--- src/rtl/fisp_regs.vh ---
// register map, reset values and timing constants of the flash programming interface
// assumes a 32-bit avalon-mm slave with word-aligned byte addresses
`ifndef FISP_REGS_VH
`define FISP_REGS_VH
`define FISP_OFS_ADDR_HIGH 8'h00
`define FISP_OFS_ADDR_LOW 8'h04
`define FISP_OFS_READ_BYTE 8'h08
`define FISP_OFS_WRITE_BYTE 8'h0C
`define FISP_OFS_PULSE_TIMING 8'h10
`define FISP_OFS_CONTROL 8'h14
`define FISP_OFS_STATUS 8'h18
`define FISP_OFS_KEY 8'h1C
`define FISP_ADDR_RESET 8'h00
`define FISP_TIMING_RESET 8'h7B
`define FISP_TIMING_WMASK 8'h7F
`define FISP_KEY_PATTERN 6'h26
`define FISP_KEY_CYCLES 4'h8
`define FISP_BOOT_VECTOR 16'h0000
`define FISP_FLASH_VECTOR 16'h0000
`define FISP_BOOT_ROM_BYTES 1024
`define FISP_CMD_READ 2'h0
`define FISP_CMD_WRITE 2'h1
`define FISP_CMD_PAGE_ERASE 2'h2
`define FISP_CMD_MASS_ERASE 2'h3
`define FISP_CTRL_START 2
`define FISP_CTRL_BOOT_CODE 3
`define FISP_PULSE_UNIT 8'h20
`endif

--- src/rtl/fisp_top.v ---
// flash in-system programming register block with boot-source selection
// assumes an avalon-mm master on clk_sys_i and a flash array with a ready handshake
`timescale 1ns/1ps
`default_nettype none
`include "fisp_regs.vh"
module fisp_top (
   input wire clk_sys_i,
   input wire arst_n_i,
   input wire clk_en_i,
   input wire [7:0] avs_address_i,
   input wire avs_read_i,
   input wire avs_write_i,
   input wire [31:0] avs_writedata_i,
   input wire [3:0] avs_byteenable_i,
   output reg [31:0] avs_readdata_o,
   output wire avs_waitrequest_o,
   output wire [1:0] avs_response_o,
   input wire boot_select_i,
   input wire exec_in_boot_i,
   input wire jump_to_boot_instruction_i,
   input wire instr_cycle_i,
   output reg [15:0] reset_vector_o,
   output reg reset_in_boot_o,
   output reg jump_enter_boot_o,
   output reg serial_cmd_watch_o,
   output reg [15:0] flash_addr_o,
   output reg [7:0] flash_wdata_o,
   output reg [1:0] flash_cmd_o,
   output reg flash_pulse_o,
   input wire [7:0] flash_rdata_i,
   input wire flash_ready_i,
   output wire fetch_stall_o
);
   localparam ST_IDLE = 2'h0;
   localparam ST_PULSE = 2'h1;
   localparam ST_WAIT = 2'h2;

   reg [1:0] rst_sync_q;
   wire rst_n;
   reg [7:0] flash_addr_high_q;
   reg [7:0] flash_addr_low_q;
   reg [7:0] flash_read_byte_q;
   reg [7:0] flash_write_byte_q;
   reg [7:0] flash_pulse_timing_q;
   reg [1:0] hidden_program_control_q;
   reg [1:0] state_q;
   reg [15:0] pulse_cnt_q;
   reg [3:0] key_cnt_q;
   reg strap_done_q;
   reg ack_q;
   reg err_q;
   reg [31:0] rdata_d;
   wire busy;
   wire acc;
   wire wr_lo;
   wire [7:0] wb;
   wire key_armed;
   wire ctrl_access;
   wire op_start;

   // strobes honoured only on byte lane 0; registers are at most 8 bits wide
   function mapped;
      input [7:0] a;
      begin
         mapped = (a[1:0] == 2'h0) && (a <= `FISP_OFS_KEY);
      end
   endfunction

   // pulse length in core clocks; a zero timing value still gives one unit
   function [15:0] pulse_len;
      input [7:0] t;
      begin
         pulse_len = ({8'h00, t} | 16'h0001) * {8'h00, `FISP_PULSE_UNIT};
      end
   endfunction

   always @(posedge clk_sys_i or negedge arst_n_i) begin
      if (!arst_n_i) begin
         rst_sync_q <= 2'h0;
      end else begin
         rst_sync_q <= {rst_sync_q[0], 1'b1};
      end
   end
   assign rst_n = rst_sync_q[1];

   // one wait cycle per access keeps the answer registered
   assign acc = (avs_read_i || avs_write_i) && !ack_q;
   assign avs_waitrequest_o = acc;
   assign avs_response_o = err_q ? 2'h2 : 2'h0;
   // writes land on the answer edge, where the master sees waitrequest low
   assign wr_lo = avs_write_i && ack_q && avs_byteenable_i[0] && mapped(avs_address_i);
   assign wb = avs_writedata_i[7:0];
   assign busy = (state_q != ST_IDLE);
   assign fetch_stall_o = busy;
   assign key_armed = (key_cnt_q != 4'h0);
   // hidden control only answers code running from boot rom
   assign ctrl_access = exec_in_boot_i && (avs_address_i == `FISP_OFS_CONTROL);
   assign op_start = wr_lo && ctrl_access && wb[`FISP_CTRL_START] && !busy;

   // bus handshake and registered readback
   always @(posedge clk_sys_i or negedge rst_n) begin
      if (!rst_n) begin
         ack_q <= 1'b0;
         err_q <= 1'b0;
         avs_readdata_o <= 32'h00000000;
      end else if (clk_en_i) begin
         ack_q <= acc;
         err_q <= acc && !mapped(avs_address_i);
         if (avs_read_i && acc) begin
            avs_readdata_o <= rdata_d;
         end
      end
   end

   // readback selection; key reads zero, control reads zero outside boot code
   always @* begin
      rdata_d = 32'h00000000;
      case (avs_address_i)
         `FISP_OFS_ADDR_HIGH: begin
            rdata_d = {24'h000000, flash_addr_high_q};
         end
         `FISP_OFS_ADDR_LOW: begin
            rdata_d = {24'h000000, flash_addr_low_q};
         end
         `FISP_OFS_READ_BYTE: begin
            rdata_d = {24'h000000, flash_read_byte_q};
         end
         `FISP_OFS_WRITE_BYTE: begin
            rdata_d = {24'h000000, flash_write_byte_q};
         end
         `FISP_OFS_PULSE_TIMING: begin
            rdata_d = {24'h000000, flash_pulse_timing_q};
         end
         `FISP_OFS_CONTROL: begin
            if (exec_in_boot_i) begin
               rdata_d = {30'h0, hidden_program_control_q};
            end
         end
         `FISP_OFS_STATUS: begin
            rdata_d = {29'h0, key_armed, reset_in_boot_o, busy};
         end
         default: begin
            rdata_d = 32'h00000000;
         end
      endcase
   end

   // software-visible registers; copied to the request fields at start, so firmware may change them during an operation
   always @(posedge clk_sys_i or negedge rst_n) begin
      if (!rst_n) begin
         flash_addr_high_q <= `FISP_ADDR_RESET;
         flash_addr_low_q <= `FISP_ADDR_RESET;
         flash_pulse_timing_q <= `FISP_TIMING_RESET;
         flash_write_byte_q <= 8'h00;
         hidden_program_control_q <= `FISP_CMD_READ;
      end else if (clk_en_i) begin
         if (wr_lo) begin
            case (avs_address_i)
               `FISP_OFS_ADDR_HIGH: begin
                  flash_addr_high_q <= wb;
               end
               `FISP_OFS_ADDR_LOW: begin
                  flash_addr_low_q <= wb;
               end
               `FISP_OFS_WRITE_BYTE: begin
                  flash_write_byte_q <= wb;
               end
               `FISP_OFS_PULSE_TIMING: begin
                  // bit 7 is read-only and keeps its reset value
                  flash_pulse_timing_q <= (wb & `FISP_TIMING_WMASK)
                     | (flash_pulse_timing_q & ~`FISP_TIMING_WMASK);
               end
               `FISP_OFS_CONTROL: begin
                  if (exec_in_boot_i) begin
                     hidden_program_control_q <= wb[1:0];
                  end
               end
               default: begin
               end
            endcase
         end
      end
   end

   // boot-entry key; a fresh key write wins over the countdown in the same cycle
   always @(posedge clk_sys_i or negedge rst_n) begin
      if (!rst_n) begin
         key_cnt_q <= 4'h0;
      end else if (clk_en_i) begin
         if (wr_lo && avs_address_i == `FISP_OFS_KEY && wb[7:2] == `FISP_KEY_PATTERN) begin
            key_cnt_q <= `FISP_KEY_CYCLES;
         end else if (instr_cycle_i && key_armed) begin
            key_cnt_q <= key_cnt_q - 4'h1;
         end
      end
   end

   // boot source latched once after reset release; later strap changes are ignored
   always @(posedge clk_sys_i or negedge rst_n) begin
      if (!rst_n) begin
         strap_done_q <= 1'b0;
         reset_in_boot_o <= 1'b1;
         reset_vector_o <= `FISP_BOOT_VECTOR;
      end else if (clk_en_i) begin
         if (!strap_done_q) begin
            strap_done_q <= 1'b1;
            // the rom image lives outside; only the entry is steered here
            reset_in_boot_o <= !boot_select_i;
            reset_vector_o <= boot_select_i ? `FISP_FLASH_VECTOR : `FISP_BOOT_VECTOR;
         end
      end
   end

   // execution-state outputs follow the core one cycle late
   always @(posedge clk_sys_i or negedge rst_n) begin
      if (!rst_n) begin
         serial_cmd_watch_o <= 1'b0;
         jump_enter_boot_o <= 1'b0;
      end else if (clk_en_i) begin
         serial_cmd_watch_o <= exec_in_boot_i;
         jump_enter_boot_o <= jump_to_boot_instruction_i && key_armed;
      end
   end

   // read, write and erase pulse sequencer; fetches stall until the array answers
   always @(posedge clk_sys_i or negedge rst_n) begin
      if (!rst_n) begin
         state_q <= ST_IDLE;
         pulse_cnt_q <= 16'h0000;
         flash_pulse_o <= 1'b0;
      end else if (clk_en_i) begin
         case (state_q)
            ST_IDLE: begin
               if (op_start) begin
                  pulse_cnt_q <= pulse_len(flash_pulse_timing_q);
                  flash_pulse_o <= 1'b1;
                  state_q <= ST_PULSE;
               end
            end
            ST_PULSE: begin
               if (pulse_cnt_q <= 16'h0001) begin
                  flash_pulse_o <= 1'b0;
                  state_q <= ST_WAIT;
               end else begin
                  pulse_cnt_q <= pulse_cnt_q - 16'h0001;
               end
            end
            ST_WAIT: begin
               if (flash_ready_i) begin
                  state_q <= ST_IDLE;
               end
            end
            default: begin
               state_q <= ST_IDLE;
            end
         endcase
      end
   end

   // request fields stand from one start until the next
   always @(posedge clk_sys_i or negedge rst_n) begin
      if (!rst_n) begin
         flash_addr_o <= 16'h0000;
         flash_wdata_o <= 8'h00;
         flash_cmd_o <= `FISP_CMD_READ;
      end else if (clk_en_i) begin
         if (op_start) begin
            flash_addr_o <= {flash_addr_high_q, flash_addr_low_q};
            flash_wdata_o <= flash_write_byte_q;
            flash_cmd_o <= wb[1:0];
         end
      end
   end

   // read result kept until the next read completes
   always @(posedge clk_sys_i or negedge rst_n) begin
      if (!rst_n) begin
         flash_read_byte_q <= 8'h00;
      end else if (clk_en_i) begin
         if (state_q == ST_WAIT && flash_ready_i && flash_cmd_o == `FISP_CMD_READ) begin
            flash_read_byte_q <= flash_rdata_i;
         end
      end
   end
endmodule
`default_nettype wire

--- config.mk ---
export PLATFORM = sky130hd
export DESIGN_NAME = fisp_top
export DESIGN_NICKNAME = d
export VERILOG_FILES = /design/src/rtl/fisp_top.v
export VERILOG_INCLUDE_DIRS = /design/src /design/src/rtl
export SDC_FILE = /design/constraint.sdc
export NUM_CORES = 1
export LEC_CHECK = 0
export ABC_AREA = 1
export BUFFER_PORTS_ARGS = -buffer_cell sky130_fd_sc_hd__buf_2
export CAP_MARGIN = 10
export CORE_MARGIN = 2
export CORE_UTILIZATION = 57
export DETAILED_ROUTE_END_ITERATION = 8
export GPL_TIMING_DRIVEN = 0
export PLACE_DENSITY = 0.9
export SLEW_MARGIN = 0
export SYNTH_ARGS = -nofsm -noshare
export SYNTH_HDL_FRONTEND = slang
export SYNTH_SLANG_ARGS = --single-unit
--- constraint.sdc ---
create_clock -name clk_sys_i -period 6.6 [get_ports clk_sys_i]
set_input_delay 1.32 -clock clk_sys_i [delete_from_list [all_inputs] [get_ports clk_sys_i]]
set_output_delay 1.32 -clock clk_sys_i [all_outputs]
set_load 0.05 [all_outputs]
==> results.json, run 1 <==
{
  "outcome": "completed",
  "syn_inst": 710,
  "area_growth_pct": 16.27,
  "period_minus_slack_ns": 3.216,
  "drt-total-wl_mm": 13.14,
  "ys_types": 33,
  "post-cts-setup-buffers": 0,
  "die_w_um": 102.5,
  "hpwlAfterDp_mm": 9.875,
  "worstSkewPairLatency_ns": 0.38,
  "yosys.area.top_type_share_pct": 44.80,
  "rsz0062_at_grt": "false",
  "cellLeakagePower_nw": 3.647,
  "clkTransAtPathRegs_ns": 0.11,
  "hold_viol_final": 0,
  "hold_class": "flop to flop",
  "wl_per_cell_um": 13.55,
  "relSlewSlack_pct": 48.75,
  "cts_resized": 0,
  "worst_pin_slew_ns": 0.7688,
  "die_area_um2": 10510,
  "cts_tree": "done",
  "numCtsBuffers": 9,
  "num_vias": 4864,
  "io_buffers": 74,
  "crit_path_max_fanout": 3,
  "cts_sinks": 106,
  "critPathKind": "primary input to output pin",
  "end_kind": "output pin",
  "cts_max_level": 3,
  "place_congestion": 0.9038,
  "drt-pass1-iter-count": 7,
  "initial_utilization_pct": 59.29,
  "drtAntennaViolNets": 0,
  "maxSlewViolCount": 0,
  "cp-start-kind": "primary input",
  "ys_top_cells_by_area": "dfrtp_1, nand2_1, buf_4",
  "p_per_area_nw_per_um2": 193.3,
  "ys_seq_elements": 106,
  "hold_buffers": 0,
  "grt_overflow": 0,
  "dp_slack_ns": 3.381,
  "netlist_area_um2": 5530,
  "fin_nets": 901,
  "fp.coreArea_um2": 9328,
  "cts-root-buf": "clkbuf_8",
  "yosysTopAreaCell": "dfrtp_1",
  "antenna_cells": 0,
  "finalClockSkew_ns": 0.01682,
  "ir_drop_v": 0.0001268,
  "fp.dieH_um": 102.5,
  "clock_path_buffers": 2,
  "drive_gt1_share_pct": 21.52,
  "power_w": 0.001243,
  "setup_viol": 0,
  "antenna_found_initial": 0,
  "fin_setup_tns_ns": 0,
  "rows": 35,
  "grt_max_degree": 59,
  "avgSynthCellArea_um2": 7.789,
  "critPathRequiredTime_ns": 5.28,
  "drc_errors": 0,
  "drt_iter0_markers": 321,
  "seq_area_frac_synth_pct": 48.12,
  "grt_pass1_vias": 4654,
  "grt_first_pass_wirelength_mm": 21.87,
  "io_pins": 144,
  "max_freq_mhz": 310.9,
  "final.period_utilization_pct": 48.73,
  "r2r_slack_ns": 4.59,
  "vias_per_cell": 5.014,
  "place_area_um2": 6243,
  "crit_arrival_ns": 1.90,
  "ys_warn_count": 0,
  "fin_ws_ns": 3.384,
  "grtUsageTotal_pct": 26.96,
  "fin_area_um2": 6430,
  "drv_cap": 0
}
[report_power, final]
part	internal [W]	switching, W	leakage [nW]
clock	0.000146	0.000247	0.0911
sequential	0.000666	0.0000150	1.43
combinational	0.0000491	0.000120	2.13
total	0.000861	0.000382	3.65
[cell type report]
cell class / instances / area [µm²]
clock buffers: 10 / 127.6
repair buffers: 75 / 397.9
clock inverters: 6 / 58.81
well taps: 129 / 161.4
flip-flops and latches: 106 / 2665
multi-input cells: 532 / 2400
inverters: 53 / 198.9
plain buffers: 59 / 420.4
fillers: 774 / 2898
[cells in the mapped netlist, drive strengths merged]
cell and instances:
nand2 267, o211ai 1, nand3b 2, ha 3, a21oi 10, buf 53
inv 53, o21ai 56, nand3 62, a31oi 1, nor3 3, dfstp 7
dfrtp 99, conb 2, xor2 2, or2 2, nand4 6, mux2 8
clkbuf 6, nor2 67
[worst paths after layout]
path | start | to | depth (start not counted)
worst min register to register | rst_sync_q[0] | rst_sync_q[1] | 0
min in group asynchronous | rst_sync_q[1] | flash_read_byte_q[4] | 0
worst min-delay path | rst_sync_q[0] | rst_sync_q[1] | 0
max in group asynchronous | rst_sync_q[1] | flash_pulse_timing_q[6] | 1
worst max register to register | pulse_cnt_q[0] | pulse_cnt_q[10] | 11
worst max-delay path | avs_read_i | avs_waitrequest_o | 4
[routing by layer]
layer / vias to the layer above / part of all wire (%) / GRT usage (%)
met5: - / 0 / 0
met4: 0 / 2.4 / 9.436
met3: 31 / 7.3 / 5.356
met2: 191 / 50 / 46.05
met1: 2231 / 40 / 34.43
li1: 2411 / - / -
[cells by family (layout without fill, tap and decap cells)]
| group | after synthesis | in the layout | synth area share [%] |
|---|---|---|---|
| fa+ha+maj | 3 | 3 | 0.6788 |
| simple gates | 409 | 409 | 31.70 |
| compound gates | 68 | 68 | 6.222 |
| flops | 106 | 106 | 48.12 |
| other cells | 2 | 42 | 0.1358 |
| xor+xnor | 2 | 2 | 0.3168 |
| mux | 8 | 8 | 1.629 |
| buf+inv | 112 | 203 | 11.20 |
[critical path, cell delays in order]
cell	delay [ns]
buf_2	0.09
nor2_1	0.04
nor2_1	0.15
buf_2	0.30
[state kept, by name, indices dropped and copies added (netlist names), 2 cells and up]
| register | flops |
|---|---|
| key_cnt_q | 4 |
| state_q | 2 |
| flash_addr_o | 16 |
| flash_read_byte_q | 8 |
| flash_addr_high_q | 8 |
| pulse_cnt_q | 16 |
| hidden_program_control_q | 2 |
| flash_wdata_o | 8 |
| flash_write_byte_q | 8 |
| avs_readdata_o | 8 |
| flash_cmd_o | 2 |
| rst_sync_q | 2 |
| flash_addr_low_q | 8 |
| flash_pulse_timing_q | 7 |
[cells in the final DEF, fill, tap and decap left out, types with 2 or more instances in the layout]
cell type	count
o21ai_1	15
inv_1	52
or2_2	2
nor3_1	2
clkbuf_8	9
o21ai_0	41
nand3_1	55
a21oi_1	10
buf_6	3
nand2_1	265
buf_4	45
inv_6	4
xor2_1	2
clkbuf_1	6
nand3b_1	2
nand2_2	2
nor2_4	2
nand3_2	6
dfrtp_1	98
nor2_2	4
mux2_2	8
conb_1	42
ha_1	3
dfstp_2	7
nor2_1	60
buf_2	79
nand4_1	5
[metrics by stage]
stage / hold slack (ns) / cells / util [%]
after floorplan: 0.3312 / 750 / -
after global placement: 0.3343 / 953 / 66.60
after detailed placement: 0.3412 / 954 / 66.93
after CTS: 0.3745 / 970 / 68.93
after global routing: 0.3917 / 970 / 68.93
final: 0.3732 / 970 / 68.93
No activity file was read; power rests on OpenSTA's default activity.
==> inputs of run 2 (changes only) <==
Settings changed: CORE_UTILIZATION 57 to 48, PLACE_DENSITY 0.9 to 0.81.
Clock period 6.6 ns to 2.65 ns, I/O delays scaled along.
==> run 2 against run 1 <==
Sequential power up 150%. Clock power grew to 3.8 times the previous value. Global-route usage fell by 4.5 points. Utilization fell by 11 points. Largest power group unchanged. Total power rose to 2.9 times the previous value. Worst setup slack got worse by 2.8 ns. Clock-buffer cell count did not move. Flip-flop and latch count is the same.
==> results.json, run 2 (synthesized netlist as in run 1, its figures left out) <==
{
  "outcome": "completed",
  "p_int_w": 0.002651,
  "r2r_slack_ns": 0.60,
  "die_w_um": 111.3,
  "fin_worst_hold_slack_ns": 0.3175,
  "drt-pass1-iter-count": 5,
  "worst_pin_slew_ns": 0.6007,
  "cp-start-kind": "flop",
  "grtUsageTotal_pct": 22.48,
  "antenna_cells": 0,
  "initial_utilization_pct": 48.85,
  "grt_overflow": 0,
  "cts_max_level": 3,
  "maxSlewViolCount": 0,
  "p_per_area_nw_per_um2": 548.8,
  "clock_path_buffers": 2,
  "critPathRequiredTime_ns": 2.12,
  "hold_class": "flop to asynchronous set/reset pin",
  "max_freq_mhz": 485.5,
  "relSlewSlack_pct": 59.80,
  "hpwlAfterDp_mm": 10.12,
  "crit_arrival_ns": 1.53,
  "final.period_utilization_pct": 77.72,
  "fin_ws_ns": 0.5905,
  "reg2reg_from": "pulse_cnt_q[0]",
  "antenna_found_initial": 0,
  "pwr-share-comb_pct": 11.9,
  "fin_util_pct": 58.36,
  "die_area_um2": 12400,
  "numCtsBuffers": 9,
  "clock_power_share_pct": 41.5,
  "cts_tree": "done",
  "seqPwrFrac_pct": 46.6,
  "period_minus_slack_ns": 2.060,
  "end_kind": "output pin",
  "dp_slack_ns": 0.6192,
  "cellLeakagePower_nw": 3.727,
  "fin_area_um2": 6606,
  "layout_commonest_cell": "nand2_1",
  "grt_max_degree": 68,
  "num_vias": 4879,
  "cts-root-buf": "clkbuf_16",
  "drv_cap": 0,
  "grt_pass1_vias": 4678,
  "mostFrequentLayoutCells": "nand2_1, dfrtp_1, buf_2",
  "clkTransAtPathRegs_ns": 0.08,
  "fp.dieH_um": 111.3,
  "drt_iter0_markers": 370,
  "top_regs": "flash_addr_o x16, pulse_cnt_q x16",
  "switchingPower_w": 0.0009741,
  "post-cts-setup-buffers": 0,
  "rsz0062_at_grt": "false",
  "finalClockSkew_ns": 0.009758,
  "wl_per_cell_um": 13.74,
  "critPathKind": "flop to output pin",
  "reg2reg_depth": 11,
  "io_buffers": 74,
  "grt_first_pass_wirelength_mm": 22.52,
  "crit_path_max_fanout": 6,
  "p_sw_share_pct": 26.87,
  "ir_drop_v": 0.0004334,
  "place_area_um2": 6261,
  "drt-total-wl_mm": 13.54,
  "hold_viol_final": 0,
  "reg2reg_to": "pulse_cnt_q[0]",
  "drc_errors": 0,
  "area_growth_pct": 19.46,
  "cts_sinks": 106,
  "fin_setup_tns_ns": 0,
  "fp.coreArea_um2": 11320,
  "worstSkewPairLatency_ns": 0.35,
  "drtAntennaViolNets": 0,
  "io_pins": 144,
  "rows": 39,
  "setup_viol": 0,
  "fin_nets": 902,
  "drive_gt1_share_pct": 21.62,
  "place_congestion": 0.9817,
  "vias_per_cell": 4.953
}
==> run 2: what timing repair did <==
action | in CTS | in global routing
hold buffers | 1 | 0
resized for setup | 0 | 0
endpoints found under the hold margin | 2 | 0
==> run 2: metrics by stage <==
stage,cells,power [W]
global placement,967,0.002135
CTS,985,0.003640
floorplan,750,0.002058
global route,985,0.003741
finish,985,0.003625
detailed placement,968,0.002149
==> run 2: per-layer routing <==
layer | vias to the layer above | share of wire (%) | global-route usage (%)
met5 | - | 0 | 0
li1 | 2414 | - | -
met2 | 148 | 51 | 38.86
met4 | 0 | 1.9 | 6.584
met3 | 25 | 6.1 | 5.063
met1 | 2292 | 41 | 28.47
==> run 2: worst max-delay path, stage by stage, from the launching register on <==
cell and delay, ns:
dfrtp_1 0.44, nor2_1 0.29, inv_1 0.20, buf_2 0.26
==> run 2: worst max path at each step <==
stage | startpoint | cells past startpoint | to | slack (ns)
floorplan | avs_write_i | 7 | avs_readdata_o[3] | 0.48
global placement | rst_sync_q[1] | 0 | pulse_cnt_q[3] | 0.25
detailed placement | avs_address_i[7] | 7 | flash_addr_high_q[4] | 0.62
CTS | state_q[1] | 3 | fetch_stall_o | 0.59
global route | pulse_cnt_q[0] | 11 | pulse_cnt_q[1] | 0.39
finish | state_q[1] | 3 | fetch_stall_o | 0.59
==> run 2: layout make-up <==
class                      instances  area [µm²]
clock inverter                     6       96.34
clock buffer                      10       239.0
multi-input combinational        532        2400
sequential                       106        2665
inverter                          53       198.9
timing repair buffer              76       407.9
tap                              143       178.9
fill                            1051        4715
buffer                            59       420.4
==> run 2: power by group through the flow <==
stage / logic, W / registers, W / clock network, W
after floorplan: 0.000316 / 0.00174 / 0
after global placement: 0.000397 / 0.00174 / 0
after detailed placement: 0.000428 / 0.00172 / 0
after CTS: 0.000429 / 0.00169 / 0.00152
after global routing: 0.000469 / 0.00170 / 0.00158
final: 0.000431 / 0.00169 / 0.00151
